File: src/shared/ddc_out_pkg.sv
/*
  constants, register map and carrier types for the downconverter output ports.
  assumes a single 50 MHz system clock and a plain strobe register port.
*/
package ddc_out_pkg;
  localparam int WORD_W = 16;
  localparam int PAIR_W = 32;
  localparam int SEL_W = 3;
  localparam int GAIN_W = 3;
  localparam int DEBUG_W = 20;
  localparam int ADDR_W = 8;
  localparam int DATA_W = 32;
  localparam int NUM_WORDS = 8;
  // register byte addresses
  localparam logic [7:0] ADDR_CTRL = 8'h00;
  localparam logic [7:0] ADDR_RATE = 8'h04;
  localparam logic [7:0] ADDR_STATUS = 8'h08;
  localparam logic [7:0] ADDR_SLAVE_A = 8'h0C;
  localparam logic [7:0] ADDR_SLAVE_B = 8'h10;
  // control fields
  localparam int CTRL_W = 7;
  localparam int CTRL_SERIAL_EN = 0;
  localparam int CTRL_CLK_POL = 1;
  localparam int CTRL_PACKED = 2;
  localparam int CTRL_FRAME_POL = 3;
  localparam int CTRL_DEBUG = 4;
  localparam int CTRL_DAISY = 5;
  localparam int CTRL_SLAVE_POL = 6;
  localparam logic [6:0] CTRL_RESET = 7'h00;
  localparam int RATE_W = 8;
  localparam logic [7:0] RATE_RESET = 8'h00;
  localparam int CNT_W = 5;
  localparam logic [4:0] CNT_FIRST = 5'h00;
  localparam logic [4:0] CNT_SECOND_WORD = 5'h10;
  localparam logic [4:0] CNT_LAST = 5'h1F;
  localparam logic [4:0] CNT_ONE = 5'h01;
  // debug and daisy pin positions
  localparam int DBG_A = 1;
  localparam int DBG_B = 0;
  localparam int DBG_FS = 2;
  localparam int DBG_PAR_LSB = 4;
  localparam int SLV_FS = 2;
  localparam int SLV_B = 1;
  localparam int SLV_A = 0;
  // gain latch pulse width
  localparam int CLK_PERIOD_NS = 20;
  localparam int GAIN_STROBE_NS = 60;
  localparam int GAIN_STROBE_CYCLES = (GAIN_STROBE_NS + CLK_PERIOD_NS - 1) / CLK_PERIOD_NS;
  localparam int GCNT_W = 3;
  typedef logic [WORD_W-1:0] word_t;
  typedef word_t [NUM_WORDS-1:0] word_bank_t;
  typedef struct packed {
    logic [WORD_W-1:0] i;
    logic [WORD_W-1:0] q;
  } sample_pair_s;
  typedef struct packed {
    logic serial_data_a;
    logic serial_data_b;
    logic bit_clock;
    logic serial_frame_strobe;
  } serial_pins_s;
endpackage : ddc_out_pkg

File: src/ddc_output_ports.sv
/*
  output side of a dual channel downconverter: serial port, parallel word port,
  gain amplifier codes and strobes, daisy chain capture, debug remap, power down.
  assumes samples, word bank, debug word and gain updates come from logic on clk_sys;
  pins from outside are synchronised here.
*/
`timescale 1ns/1ps
module ddc_output_ports (
  // clock and reset
  input wire logic clk_sys,
  input wire logic nrst,
  // register port
  input wire logic [ddc_out_pkg::ADDR_W-1:0] reg_addr,
  input wire logic [ddc_out_pkg::DATA_W-1:0] reg_wdata,
  input wire logic reg_wr,
  input wire logic reg_rd,
  output logic [ddc_out_pkg::DATA_W-1:0] reg_rdata,
  // internal data sources
  input wire logic sample_valid,
  input wire ddc_out_pkg::sample_pair_s sample_a,
  input wire ddc_out_pkg::sample_pair_s sample_b,
  input wire ddc_out_pkg::word_bank_t word_bank,
  input wire logic [ddc_out_pkg::DEBUG_W-1:0] debug_word,
  input wire logic [ddc_out_pkg::GAIN_W-1:0] loop_gain_a,
  input wire logic [ddc_out_pkg::GAIN_W-1:0] loop_gain_b,
  input wire logic gain_update_a,
  input wire logic gain_update_b,
  // input pins
  input wire logic master_reset_n,
  input wire logic converter_power_down,
  input wire logic [ddc_out_pkg::SEL_W-1:0] parallel_word_select,
  input wire logic parallel_port_enable_n,
  input wire logic slave_clock_in,
  // serial pins
  output ddc_out_pkg::serial_pins_s serial_out,
  output logic serial_oe,
  // parallel pins
  output logic [ddc_out_pkg::WORD_W-1:0] parallel_word_bus,
  output logic parallel_oe,
  // gain amplifier pins
  output logic [ddc_out_pkg::GAIN_W-1:0] gain_code_a,
  output logic [ddc_out_pkg::GAIN_W-1:0] gain_code_b,
  output logic gain_latch_a_n,
  output logic gain_latch_b_n,
  // converter control
  output logic adc_power_down
);
  import ddc_out_pkg::*;

  logic [6:0] pin_meta_reg;
  logic [6:0] pin_sync_reg;
  logic mr_n_s;
  logic pd_s;
  logic en_n_s;
  logic sck_in_s;
  logic [SEL_W-1:0] sel_s;
  logic [CTRL_W-1:0] ctrl_reg;
  logic [RATE_W-1:0] rate_reg;
  logic [RATE_W-1:0] div_reg;
  logic phase_reg;
  logic half_tick;
  logic launch;
  logic [CNT_W-1:0] bit_cnt_reg;
  logic [PAIR_W-1:0] hold_a_reg;
  logic [PAIR_W-1:0] hold_b_reg;
  logic [PAIR_W-1:0] shift_a_reg;
  logic [PAIR_W-1:0] shift_b_reg;
  logic data_a_reg;
  logic data_b_reg;
  logic frame_reg;
  logic sck_prev_reg;
  logic slave_edge;
  logic [CNT_W-1:0] slave_cnt_reg;
  logic [PAIR_W-1:0] slave_sh_a_reg;
  logic [PAIR_W-1:0] slave_sh_b_reg;
  logic [PAIR_W-1:0] slave_a_reg;
  logic [PAIR_W-1:0] slave_b_reg;
  logic [15:0] slave_words_reg;
  logic [GAIN_W-1:0] gain_code_reg [2];
  logic [GCNT_W-1:0] gain_cnt_reg [2];
  logic gain_latch_reg [2];
  logic [GAIN_W-1:0] gain_in [2];
  logic gain_upd [2];
  logic debug_on;
  logic daisy_on;

  // two flip-flop synchronisers for all pins
  always_ff @(posedge clk_sys or negedge nrst)
  begin
    if (!nrst)
    begin
      pin_meta_reg <= 7'h50;
      pin_sync_reg <= 7'h50;
    end
    else
    begin
      pin_meta_reg <= {master_reset_n, converter_power_down, parallel_port_enable_n,
                       slave_clock_in, parallel_word_select};
      pin_sync_reg <= pin_meta_reg;
    end
  end
  assign mr_n_s = pin_sync_reg[6];
  assign pd_s = pin_sync_reg[5];
  assign en_n_s = pin_sync_reg[4];
  assign sck_in_s = pin_sync_reg[3];
  assign sel_s = pin_sync_reg[2:0];
  assign debug_on = ctrl_reg[CTRL_DEBUG];
  assign daisy_on = ctrl_reg[CTRL_DAISY];

  // register writes
  always_ff @(posedge clk_sys or negedge nrst)
  begin
    if (!nrst)
    begin
      ctrl_reg <= CTRL_RESET;
      rate_reg <= RATE_RESET;
    end
    else if (!mr_n_s)
    begin
      ctrl_reg <= CTRL_RESET;
      rate_reg <= RATE_RESET;
    end
    else if (reg_wr && reg_addr == ADDR_CTRL)
      ctrl_reg <= reg_wdata[CTRL_W-1:0];
    else if (reg_wr && reg_addr == ADDR_RATE)
      rate_reg <= reg_wdata[RATE_W-1:0];
  end

  // register reads, data one cycle after the strobe
  always_ff @(posedge clk_sys or negedge nrst)
  begin
    if (!nrst)
      reg_rdata <= '0;
    else if (reg_rd)
    begin
      unique case (reg_addr)
        ADDR_CTRL: reg_rdata <= DATA_W'(ctrl_reg);
        ADDR_RATE: reg_rdata <= DATA_W'(rate_reg);
        ADDR_STATUS: reg_rdata <= {slave_words_reg, 3'h0, bit_cnt_reg, 7'h00, phase_reg};
        ADDR_SLAVE_A: reg_rdata <= slave_a_reg;
        ADDR_SLAVE_B: reg_rdata <= slave_b_reg;
        default: reg_rdata <= '0;
      endcase
    end
    else
      reg_rdata <= '0;
  end

  // bit clock divider: half period of rate+1 system cycles
  assign half_tick = (div_reg >= rate_reg);
  assign launch = half_tick && (phase_reg == ctrl_reg[CTRL_CLK_POL]);
  always_ff @(posedge clk_sys or negedge nrst)
  begin
    if (!nrst)
    begin
      div_reg <= '0;
      phase_reg <= 1'b0;
    end
    else if (!mr_n_s)
    begin
      div_reg <= '0;
      phase_reg <= 1'b0;
    end
    else if (half_tick)
    begin
      div_reg <= '0;
      phase_reg <= ~phase_reg;
    end
    else
      div_reg <= div_reg + 1'b1;
  end

  // sample holding, taken at the next pair start
  always_ff @(posedge clk_sys or negedge nrst)
  begin
    if (!nrst)
    begin
      hold_a_reg <= '0;
      hold_b_reg <= '0;
    end
    else if (!mr_n_s)
    begin
      hold_a_reg <= '0;
      hold_b_reg <= '0;
    end
    else if (sample_valid)
    begin
      hold_a_reg <= sample_a;
      hold_b_reg <= sample_b;
    end
  end

  // serial shifter: i word then q word, msb first
  always_ff @(posedge clk_sys or negedge nrst)
  begin
    if (!nrst)
    begin
      bit_cnt_reg <= CNT_FIRST;
      shift_a_reg <= '0;
      shift_b_reg <= '0;
      data_a_reg <= 1'b0;
      data_b_reg <= 1'b0;
      frame_reg <= 1'b0;
    end
    else if (!mr_n_s)
    begin
      bit_cnt_reg <= CNT_FIRST;
      shift_a_reg <= '0;
      shift_b_reg <= '0;
      data_a_reg <= 1'b0;
      data_b_reg <= 1'b0;
      frame_reg <= 1'b0;
    end
    else if (launch)
    begin
      bit_cnt_reg <= bit_cnt_reg + 1'b1;
      if (bit_cnt_reg == CNT_FIRST)
      begin
        data_a_reg <= hold_a_reg[PAIR_W-1];
        data_b_reg <= hold_b_reg[PAIR_W-1];
        shift_a_reg <= {hold_a_reg[PAIR_W-2:0], 1'b0};
        shift_b_reg <= {hold_b_reg[PAIR_W-2:0], 1'b0};
      end
      else
      begin
        data_a_reg <= shift_a_reg[PAIR_W-1];
        data_b_reg <= shift_b_reg[PAIR_W-1];
        shift_a_reg <= {shift_a_reg[PAIR_W-2:0], 1'b0};
        shift_b_reg <= {shift_b_reg[PAIR_W-2:0], 1'b0};
      end
      // one bit period wide, with the first bit of a word or pair
      frame_reg <= ((bit_cnt_reg == CNT_FIRST) || (!ctrl_reg[CTRL_PACKED]
                    && bit_cnt_reg == CNT_SECOND_WORD)) ^ ctrl_reg[CTRL_FRAME_POL];
    end
  end

  // pin stage with debug remap and output enables
  always_ff @(posedge clk_sys or negedge nrst)
  begin
    if (!nrst)
    begin
      serial_out <= '0;
      serial_oe <= 1'b0;
    end
    else if (!mr_n_s)
    begin
      serial_out <= '0;
      serial_oe <= 1'b0;
    end
    else
    begin
      serial_oe <= ctrl_reg[CTRL_SERIAL_EN] || debug_on;
      serial_out.bit_clock <= phase_reg;
      if (debug_on)
      begin
        serial_out.serial_data_a <= debug_word[DBG_A];
        serial_out.serial_data_b <= debug_word[DBG_B];
        serial_out.serial_frame_strobe <= debug_word[DBG_FS];
      end
      else
      begin
        serial_out.serial_data_a <= data_a_reg;
        serial_out.serial_data_b <= data_b_reg;
        serial_out.serial_frame_strobe <= frame_reg;
      end
    end
  end

  always_ff @(posedge clk_sys or negedge nrst)
  begin
    if (!nrst)
    begin
      parallel_word_bus <= '0;
      parallel_oe <= 1'b0;
    end
    else if (!mr_n_s)
    begin
      parallel_word_bus <= '0;
      parallel_oe <= 1'b0;
    end
    else if (debug_on)
    begin
      parallel_word_bus <= debug_word[DBG_PAR_LSB +: WORD_W];
      parallel_oe <= 1'b1;
    end
    else
    begin
      parallel_word_bus <= daisy_on ? word_bank[0] : word_bank[sel_s];
      parallel_oe <= !en_n_s;
    end
  end

  // daisy chain capture from the slave on the select pins
  assign slave_edge = ctrl_reg[CTRL_SLAVE_POL] ? (sck_in_s && !sck_prev_reg)
                                               : (!sck_in_s && sck_prev_reg);
  always_ff @(posedge clk_sys or negedge nrst)
  begin
    if (!nrst)
    begin
      sck_prev_reg <= 1'b0;
      slave_cnt_reg <= CNT_FIRST;
      slave_sh_a_reg <= '0;
      slave_sh_b_reg <= '0;
      slave_a_reg <= '0;
      slave_b_reg <= '0;
      slave_words_reg <= '0;
    end
    else if (!mr_n_s)
    begin
      sck_prev_reg <= 1'b0;
      slave_cnt_reg <= CNT_FIRST;
      slave_sh_a_reg <= '0;
      slave_sh_b_reg <= '0;
      slave_a_reg <= '0;
      slave_b_reg <= '0;
      slave_words_reg <= '0;
    end
    else
    begin
      sck_prev_reg <= sck_in_s;
      if (daisy_on && slave_edge)
      begin
        slave_sh_a_reg <= {slave_sh_a_reg[PAIR_W-2:0], sel_s[SLV_A]};
        slave_sh_b_reg <= {slave_sh_b_reg[PAIR_W-2:0], sel_s[SLV_B]};
        if (sel_s[SLV_FS] ^ ctrl_reg[CTRL_FRAME_POL])
          slave_cnt_reg <= CNT_ONE;
        else
          slave_cnt_reg <= slave_cnt_reg + 1'b1;
        if (slave_cnt_reg == CNT_LAST && !(sel_s[SLV_FS] ^ ctrl_reg[CTRL_FRAME_POL]))
        begin
          slave_a_reg <= {slave_sh_a_reg[PAIR_W-2:0], sel_s[SLV_A]};
          slave_b_reg <= {slave_sh_b_reg[PAIR_W-2:0], sel_s[SLV_B]};
          slave_words_reg <= slave_words_reg + 1'b1;
        end
      end
    end
  end

  // gain code and latch strobe per channel
  assign gain_in[0] = loop_gain_a;
  assign gain_in[1] = loop_gain_b;
  assign gain_upd[0] = gain_update_a;
  assign gain_upd[1] = gain_update_b;
  for (genvar ch = 0; ch < 2; ch++)
  begin : g_gain
    always_ff @(posedge clk_sys or negedge nrst)
    begin
      if (!nrst)
      begin
        gain_code_reg[ch] <= '0;
        gain_cnt_reg[ch] <= '0;
        gain_latch_reg[ch] <= 1'b0;
      end
      else if (!mr_n_s)
      begin
        gain_code_reg[ch] <= '0;
        gain_cnt_reg[ch] <= '0;
        gain_latch_reg[ch] <= 1'b0;
      end
      else if (gain_upd[ch])
      begin
        gain_code_reg[ch] <= gain_in[ch];
        gain_cnt_reg[ch] <= GCNT_W'(GAIN_STROBE_CYCLES - 1);
        gain_latch_reg[ch] <= 1'b0;
      end
      else if (gain_cnt_reg[ch] != '0)
        gain_cnt_reg[ch] <= gain_cnt_reg[ch] - 1'b1;
      else
        gain_latch_reg[ch] <= 1'b1;
    end
  end
  assign gain_code_a = gain_code_reg[0];
  assign gain_code_b = gain_code_reg[1];
  assign gain_latch_a_n = gain_latch_reg[0];
  assign gain_latch_b_n = gain_latch_reg[1];

  always_ff @(posedge clk_sys or negedge nrst)
  begin
    if (!nrst)
      adc_power_down <= 1'b0;
    else
      adc_power_down <= pd_s;
  end

  property p_serial_hiz;
    @(posedge clk_sys) disable iff (!nrst)
    (!ctrl_reg[CTRL_SERIAL_EN] && !debug_on) |=> !serial_oe;
  endproperty
  a_serial_hiz: assert property (p_serial_hiz) else $error("serial pins driven while off");
  property p_par_hiz;
    @(posedge clk_sys) disable iff (!nrst)
    (en_n_s && !debug_on) |=> !parallel_oe;
  endproperty
  a_par_hiz: assert property (p_par_hiz) else $error("parallel bus driven while disabled");
  property p_par_word;
    @(posedge clk_sys) disable iff (!nrst)
    (mr_n_s && !debug_on && !daisy_on && !en_n_s) |=>
      parallel_oe && parallel_word_bus == $past(word_bank[sel_s]);
  endproperty
  a_par_word: assert property (p_par_word) else $error("wrong parallel word");
  property p_msb_first;
    @(posedge clk_sys) disable iff (!nrst)
    (mr_n_s && launch && bit_cnt_reg == CNT_FIRST) |=> data_a_reg == $past(hold_a_reg[PAIR_W-1]);
  endproperty
  a_msb_first: assert property (p_msb_first) else $error("first bit not msb");
  property p_data_edge;
    @(posedge clk_sys) disable iff (!nrst)
    (mr_n_s && $changed(data_a_reg)) |-> $past(launch);
  endproperty
  a_data_edge: assert property (p_data_edge) else $error("data moved off launch edge");
  property p_frame;
    @(posedge clk_sys) disable iff (!nrst)
    (mr_n_s && launch && bit_cnt_reg == CNT_FIRST) |=>
      frame_reg != $past(ctrl_reg[CTRL_FRAME_POL]);
  endproperty
  a_frame: assert property (p_frame) else $error("frame strobe missing at word start");
  property p_debug;
    @(posedge clk_sys) disable iff (!nrst)
    (mr_n_s && debug_on) |=> serial_out.serial_data_a == $past(debug_word[DBG_A])
      && parallel_word_bus == $past(debug_word[DBG_PAR_LSB +: WORD_W]);
  endproperty
  a_debug: assert property (p_debug) else $error("debug remap wrong");
  property p_gain_strobe;
    @(posedge clk_sys) disable iff (!nrst)
    (mr_n_s && gain_update_a) |=> (!gain_latch_a_n && gain_code_a == $past(loop_gain_a));
  endproperty
  a_gain_strobe: assert property (p_gain_strobe) else $error("gain latch not strobed");
  property p_gain_width;
    @(posedge clk_sys) disable iff (!nrst)
    ($rose(gain_latch_b_n)) |-> $past(!gain_latch_b_n, 3);
  endproperty
  a_gain_width: assert property (p_gain_width) else $error("gain strobe too short");
  property p_mr_hold;
    @(posedge clk_sys) disable iff (!nrst)
    !mr_n_s |=> (!gain_latch_a_n && !gain_latch_b_n && ctrl_reg == CTRL_RESET);
  endproperty
  a_mr_hold: assert property (p_mr_hold) else $error("master reset not honoured");
  property p_power_down;
    @(posedge clk_sys) disable iff (!nrst)
    ##1 adc_power_down == $past(pd_s);
  endproperty
  a_power_down: assert property (p_power_down) else $error("power down not followed");
  property p_slave_word;
    @(posedge clk_sys) disable iff (!nrst)
    (mr_n_s && $changed(slave_words_reg)) |-> $past(daisy_on && slave_edge);
  endproperty
  a_slave_word: assert property (p_slave_word) else $error("slave word off edge");
  c_pair_sent: cover property (@(posedge clk_sys) launch && bit_cnt_reg == CNT_LAST);
  c_gain_update: cover property (@(posedge clk_sys) gain_update_b ##1 !gain_latch_b_n);
  c_slave_word: cover property (@(posedge clk_sys) $changed(slave_words_reg));
  c_debug_on: cover property (@(posedge clk_sys) debug_on && parallel_oe);
endmodule : ddc_output_ports

File: config.mk
export PLATFORM = sky130hd
export DESIGN_NAME = ddc_output_ports
export DESIGN_NICKNAME = d
export VERILOG_FILES = /design/src/shared/ddc_out_pkg.sv /design/src/ddc_output_ports.sv
export SDC_FILE = /design/constraint.sdc
export NUM_CORES = 1
export LEC_CHECK = 0
export BUFFER_PORTS_ARGS = -buffer_cell sky130_fd_sc_hd__buf_4
export CAP_MARGIN = 5
export CORE_MARGIN = 2
export CORE_UTILIZATION = 50
export CTS_BUF_LIST = sky130_fd_sc_hd__clkbuf_16
export CTS_CLUSTER_DIAMETER = 60
export DETAILED_ROUTE_END_ITERATION = 6
export PLACE_DENSITY = 0.81
export SYNTH_ARGS = -nofsm -noshare
export SYNTH_HDL_FRONTEND = slang
export SYNTH_SLANG_ARGS = --single-unit
File: constraint.sdc
create_clock -name clk_sys -period 3.5 [get_ports clk_sys]
set_clock_uncertainty 0.15 [all_clocks]
set_input_delay 0.7 -clock clk_sys [delete_from_list [all_inputs] [get_ports clk_sys]]
set_output_delay 0.7 -clock clk_sys [all_outputs]
set_load 0.01 [all_outputs]
Yosys cells after proc, flatten, opt, wreduce, memory -nomap -nowiden

Cells that the tools add are included.

Register bits after elaboration: 391
Input port bits: 272
Output and inout port bits: 63
Logic and storage cells: 165

$add $sub $neg: 6
$lt $le $gt $ge: 2
Equal/unequal tests: 21
Mux-type cells: 76
Bitwise operators: 3
Reductions and logical operators: 21

Operators with widths:

| kind                    | count |
|---|---|
| $mux W32                | 17 |
| $pmux W32 S5            | 1 |
| $mux W31                | 4 |
| $mux W16                | 7 |
| $bmux W16 S3            | 1 |
| $mux W8                 | 5 |
| $mux W3                 | 10 |
| $mux W5                 | 5 |
| $mux W1                 | 22 |
| $add A16 B1 Y16 const B | 1 |
| $eq A8 B4 Y1 const B    | 2 |
| $mux W7                 | 2 |
| $ne A2 B1 Y1 const B    | 6 |
| $add A5 B1 Y5 const B   | 2 |
| $eq A5 B5 Y1 const B    | 2 |
| $add A8 B1 Y8 const B   | 1 |
| $eq A8 B3 Y1 const B    | 1 |
| $eq A8 B5 Y1 const B    | 1 |
| $ge A8 B8 Y1            | 1 |
| $logic_and A1 B1 Y1     | 8 |
| $logic_not A8 Y1        | 1 |
| $ne A2 B2 Y1 const B    | 4 |
| $ne A3 B2 Y1 const B    | 2 |
| $ne A3 B3 Y1 const B    | 2 |
| other kinds (12)        | 21 |

Logic depth before layout (Yosys ltp)

Word-level depth: 6
Depth in mapped cells: 10
Mapped depth without buffers: 9

Least setup slack after synthesis

Ideal clock, no wire load.

Kind: flip-flop to flip-flop
Start: reg div_reg[0]
End: reg shift_a_reg[10]
Setup time: 120 ps
Arrival time: 1904 ps
Data required time: 3230 ps
Path slack: 1326 ps
Cell stages (with the launch flop): 10
Path buffers: 2
Period minus slack after synthesis: 2174 ps
Cells stage by stage: dfrtp_1 -> inv_1 -> ha_1 -> nand2b_4 -> a2111oi_4 -> o21a_4 -> nor2_4 -> buf_6 -> buf_6 -> o211a_1

Cells in the longest elaborated chain, start to end: 3

Ends and longest elaborated chain:

| what                   | RTL line                | text |
|---|---|---|
| start, declared        | ddc_output_ports.sv:59  | `logic [RATE_W-1:0] div_reg;` |
| start signal, assigned | ddc_output_ports.sv:170 | `div_reg <= div_reg + 1'b1;` |
| $ge A8 B8 Y1           | ddc_output_ports.sv:150 | `assign half_tick = (div_reg >= rate_reg);` |
| $logic_and A1 B1 Y1    | ddc_output_ports.sv:151 | `assign launch = half_tick && (phase_reg == ctrl_reg[CTRL_CLK_POL]);` |
| $ne A2 B1 Y1 (no line) | --                      |  |
| end signal, assigned   | ddc_output_ports.sv:221 | `shift_a_reg <= {hold_a_reg[PAIR_W-2:0], 1'b0};` |
| end signal, assigned   | ddc_output_ports.sv:228 | `shift_a_reg <= {shift_a_reg[PAIR_W-2:0], 1'b0};` |
| end, declared          | ddc_output_ports.sv:66  | `logic [PAIR_W-1:0] shift_a_reg;` |

Every way passes these cells.
A chain may end at the register's enable or synchronous reset.

Worst setup path after layout

Start: reg rate_reg[6]
End: reg bit_cnt_reg[0]

Cells in the longest elaborated chain, start to end: 3

Ends and longest elaborated chain:

| what                   | RTL line                | text |
|---|---|---|
| start, declared        | ddc_output_ports.sv:58  | `logic [RATE_W-1:0] rate_reg;` |
| start signal, assigned | ddc_output_ports.sv:126 | `rate_reg <= reg_wdata[RATE_W-1:0];` |
| $ge A8 B8 Y1           | ddc_output_ports.sv:150 |  |
| $logic_and A1 B1 Y1    | ddc_output_ports.sv:151 |  |
| $ne A2 B1 Y1 (no line) | --                      |  |
| end signal, assigned   | ddc_output_ports.sv:216 | `bit_cnt_reg <= bit_cnt_reg + 1'b1;` |
| end, declared          | ddc_output_ports.sv:63  | `logic [CNT_W-1:0] bit_cnt_reg;` |

Every way passes these cells.

==> results.sh <==
export IMPL_finalHoldViolCount=3
export IMPL_avgSynthCellArea_sq_um=10.8
export IMPL_grt_max_degree=155
export IMPL_reg2reg_to="bit_cnt_reg[0]"
export IMPL_antenna_found_initial=2
export IMPL_leakage_nw=11.0
export IMPL_startpoint="rate_reg[6]"
export IMPL_final_max_slew_viol_count=0
export IMPL_core_area_sq_um=36700
export IMPL_overflow=0
export IMPL_rr_worst_depth=9
export IMPL_ys_seq_elements=389
export IMPL_pwr_share_clk=0.407
export IMPL_dieHeight_microns=197
export IMPL_post_route_period_util=0.741
export IMPL_nNetsFinal=2266
export IMPL_synth_ff_type="dfrtp_1"
export IMPL_cap_violations=0
export IMPL_hp_class="in2async"
export IMPL_place_congestion=0.849
export IMPL_power_density_nw_per_um2=447
export IMPL_fillerInstances=2936
export IMPL_clockRootBuffer="clkbuf_16"
export IMPL_holdWs_ps=-2.64
export IMPL_synth_nets=2010
export IMPL_rows=70
export IMPL_setup_viol=0
export IMPL_wl_per_cell_microns=18.5
export IMPL_area_growth_pct=20.7
export IMPL_cts_htree_levels=2
export IMPL_rrSetupSlack_ps=910
export IMPL_ir_drop_uv=375
export IMPL_fin_area_sq_um=22500
export IMPL_num_vias=13700
export IMPL_placed_cells=2400
export IMPL_crit_path_end="bit_cnt_reg[0]"
export IMPL_outcome="finished with violations"
export IMPL_critPathLaunchType="flop"
export IMPL_cts_setup_buffers=0
export IMPL_dr_pass1_iters=5
export IMPL_required_ps=3790
export IMPL_drive_gt1_frac=0.226
export IMPL_period_needed_ps=2590
export IMPL_final_core_util=0.614
export IMPL_dp_hpwl_microns=30600
export IMPL_ant_nets=0
export IMPL_setup_ws_ps=906
export IMPL_relSlewSlack=0.413
export IMPL_p_int_mw=7.58
export IMPL_grt_pass1_wl_microns=73200
export IMPL_drt_iter0_markers=863
export IMPL_syn_cell_area_sq_um=18700
export IMPL_yosysWarningCount=0
export IMPL_rsz0062_at_grt="false"
export IMPL_comb_power_share=0.120
export IMPL_synthArstFlopShare=1.00
export IMPL_placement_cell_area_sq_um=21300
export IMPL_reg2reg_from="rate_reg[6]"
export IMPL_insertion_delay_ps=550
export IMPL_io_pins=335
export IMPL_fmax_mhz=386
export IMPL_clk_path_buf_depth=3
export IMPL_seqPwrFrac=0.473
export IMPL_place_ws_ps=842
export IMPL_tightestPinTransition_ps=878
export IMPL_dieArea_sq_um=38900
export IMPL_cts_tree="yes"
export IMPL_end_kind="flop"
export IMPL_violations="hold timing"
export IMPL_synth_enable_flop_cells=0
export IMPL_cts_buffers=42
export IMPL_grt_pass1_vias=14000
export IMPL_die_w_microns=197
export IMPL_cts_hold_buffers=0
export IMPL_grt_use_total=0.236
export IMPL_finalNonFillerCells=2476
export IMPL_netlist_cell_type_count=51
export IMPL_clkTransAtPathRegs_ps=60
export IMPL_syn_inst=1720
export IMPL_drc=0
export IMPL_clock_sinks=389
export IMPL_switching_share=0.247
export IMPL_cts_resized=0
export IMPL_tns_ps=0
export IMPL_initial_core_util=0.509
export IMPL_ys_seq_area_frac=0.522
export IMPL_critical_path_class="reg2reg"
export IMPL_viasPerCell=5.53
export IMPL_switchingPower_mw=2.48
export IMPL_drt_wl_total_microns=45800
export IMPL_worstPathMaxFanout=61
export IMPL_numPortBuffers=309
export IMPL_crit_arrival_ps=2880
==> layer usage <==
metal | GRT usage | wire length [microns] | vias to the layer above
met3 | 0.0466 | 2380 | 99
li1 | - | - | 6396
met1 | 0.301 | 19200 | 6835
met5 | 0 | 0 | -
met4 | 0.0947 | 1750 | 0
met2 | 0.395 | 22600 | 374
==> critical path, cell delays in order (launching register included) <==
cell and delay (ps):
dfrtp_1 380, inv_1 60, ha_1 310, a21o_1 170, a21o_1 190, o21ai_1 480, nor2_4 40, buf_4 320
xnor2_1 200, and2_1 170
==> power groups by stage <==
stage                     logic, mW  clock network (mW)  registers [mW]
after floorplan               0.727                   0            4.81
after global placement         1.17                   0            4.83
after detailed placement       1.21                   0            4.84
after CTS                      1.22                4.19            4.76
after global routing           1.32                4.37            4.78
final                          1.20                4.10            4.76
==> how the worst min path moves through the flow <==
stage	slack, ps	to	start	depth (start not counted)
global route	60	slave_b_reg[19]	nrst	1
finish	-3	slave_b_reg[19]	nrst	1
CTS	40	slave_sh_b_reg[18]	nrst	1
global placement	190	adc_power_down	pin_sync_reg[5]	0
detailed placement	190	pin_sync_reg[2]	pin_meta_reg[2]	0
floorplan	180	adc_power_down	pin_sync_reg[5]	0
==> cell type report <==
| cell class | count | area [sq um] | share of cell area |
|---|---|---|---|
| antenna | 3 | 7.51 | 0.000333 |
| clock buffer | 43 | 1080 | 0.0478 |
| clock inverter | 30 | 179 | 0.00794 |
| inverter | 19 | 71.3 | 0.00317 |
| multi-input combinational | 1181 | 8180 | 0.363 |
| sequential | 389 | 9740 | 0.433 |
| tap | 468 | 586 | 0.0260 |
| timing repair buffer | 343 | 2680 | 0.119 |
==> cell usage in the layout, fill, tap and decap left out, drive strengths merged, types with 2 or more instances in the layout <==
| cell type | instances |
|---|---|
| diode | 3 |
| a22oi | 24 |
| a21oi | 21 |
| dfrtp | 385 |
| inv | 36 |
| mux2i | 162 |
| nor3b | 5 |
| o211a | 63 |
| and3b | 2 |
| xor2 | 8 |
| o21a | 6 |
| a21o | 2 |
| and2 | 22 |
| nand2 | 372 |
| clkinv | 11 |
| nand3 | 16 |
| dfstp | 4 |
| and3 | 7 |
| xnor2 | 22 |
| nor2b | 109 |
| nor3 | 5 |
| a21boi | 135 |
| nand4 | 5 |
| clkbuf | 43 |
| nand2b | 7 |
| buf | 343 |
| nor2 | 49 |
| mux4 | 32 |
| ha | 18 |
| o21ai | 45 |
| a211oi | 38 |
==> cell usage after synthesis, types with 2 or more instances <==
master    instances  area share
a211oi_1         38       0.015
a21boi_0         86       0.035
a21boi_1         49       0.020
a21o_1            2     0.00080
a21oi_1          21      0.0056
a22oi_1          24      0.0097
and2_1           22      0.0074
and3_1            7      0.0023
buf_1             3     0.00060
buf_2            42       0.011
buf_6            18       0.011
clkbuf_1         66       0.013
dfrtp_1         385        0.52
dfstp_2           4      0.0056
ha_1             18       0.012
inv_1            19      0.0038
mux2i_1         162       0.087
mux4_2           32       0.039
nand2_1         372       0.075
nand2b_1          6      0.0020
nand3_1          16      0.0043
nand4_1           5      0.0017
nor2_1           47      0.0095
nor2_4            2      0.0012
nor2b_1         109       0.037
nor3_1            2     0.00054
nor3_2            2      0.0011
nor3b_1           3      0.0012
o211a_1          63       0.034
o21a_1            4      0.0016
o21ai_0          32      0.0086
o21ai_1          12      0.0032
xnor2_1          22       0.010
xor2_1            8      0.0038
==> per-stage QoR <==
stage / hold slack, ps / total power [mW]
after floorplan: 181 / 5.54
after global placement: 186 / 6.01
after detailed placement: 189 / 6.05
after CTS: 35.5 / 10.2
after global routing: 63.3 / 10.5
final: -2.64 / 10.1
==> kinds of logic after synthesis <==
group | after synthesis | synth area share
simple gates | 603 | 0.149
mux | 194 | 0.126
compound gates | 336 | 0.137
flops | 389 | 0.522
buf+inv | 150 | 0.0405
xor+xnor | 30 | 0.0141
fa+ha+maj | 18 | 0.0121
Power figures use the tool's default switching activity.
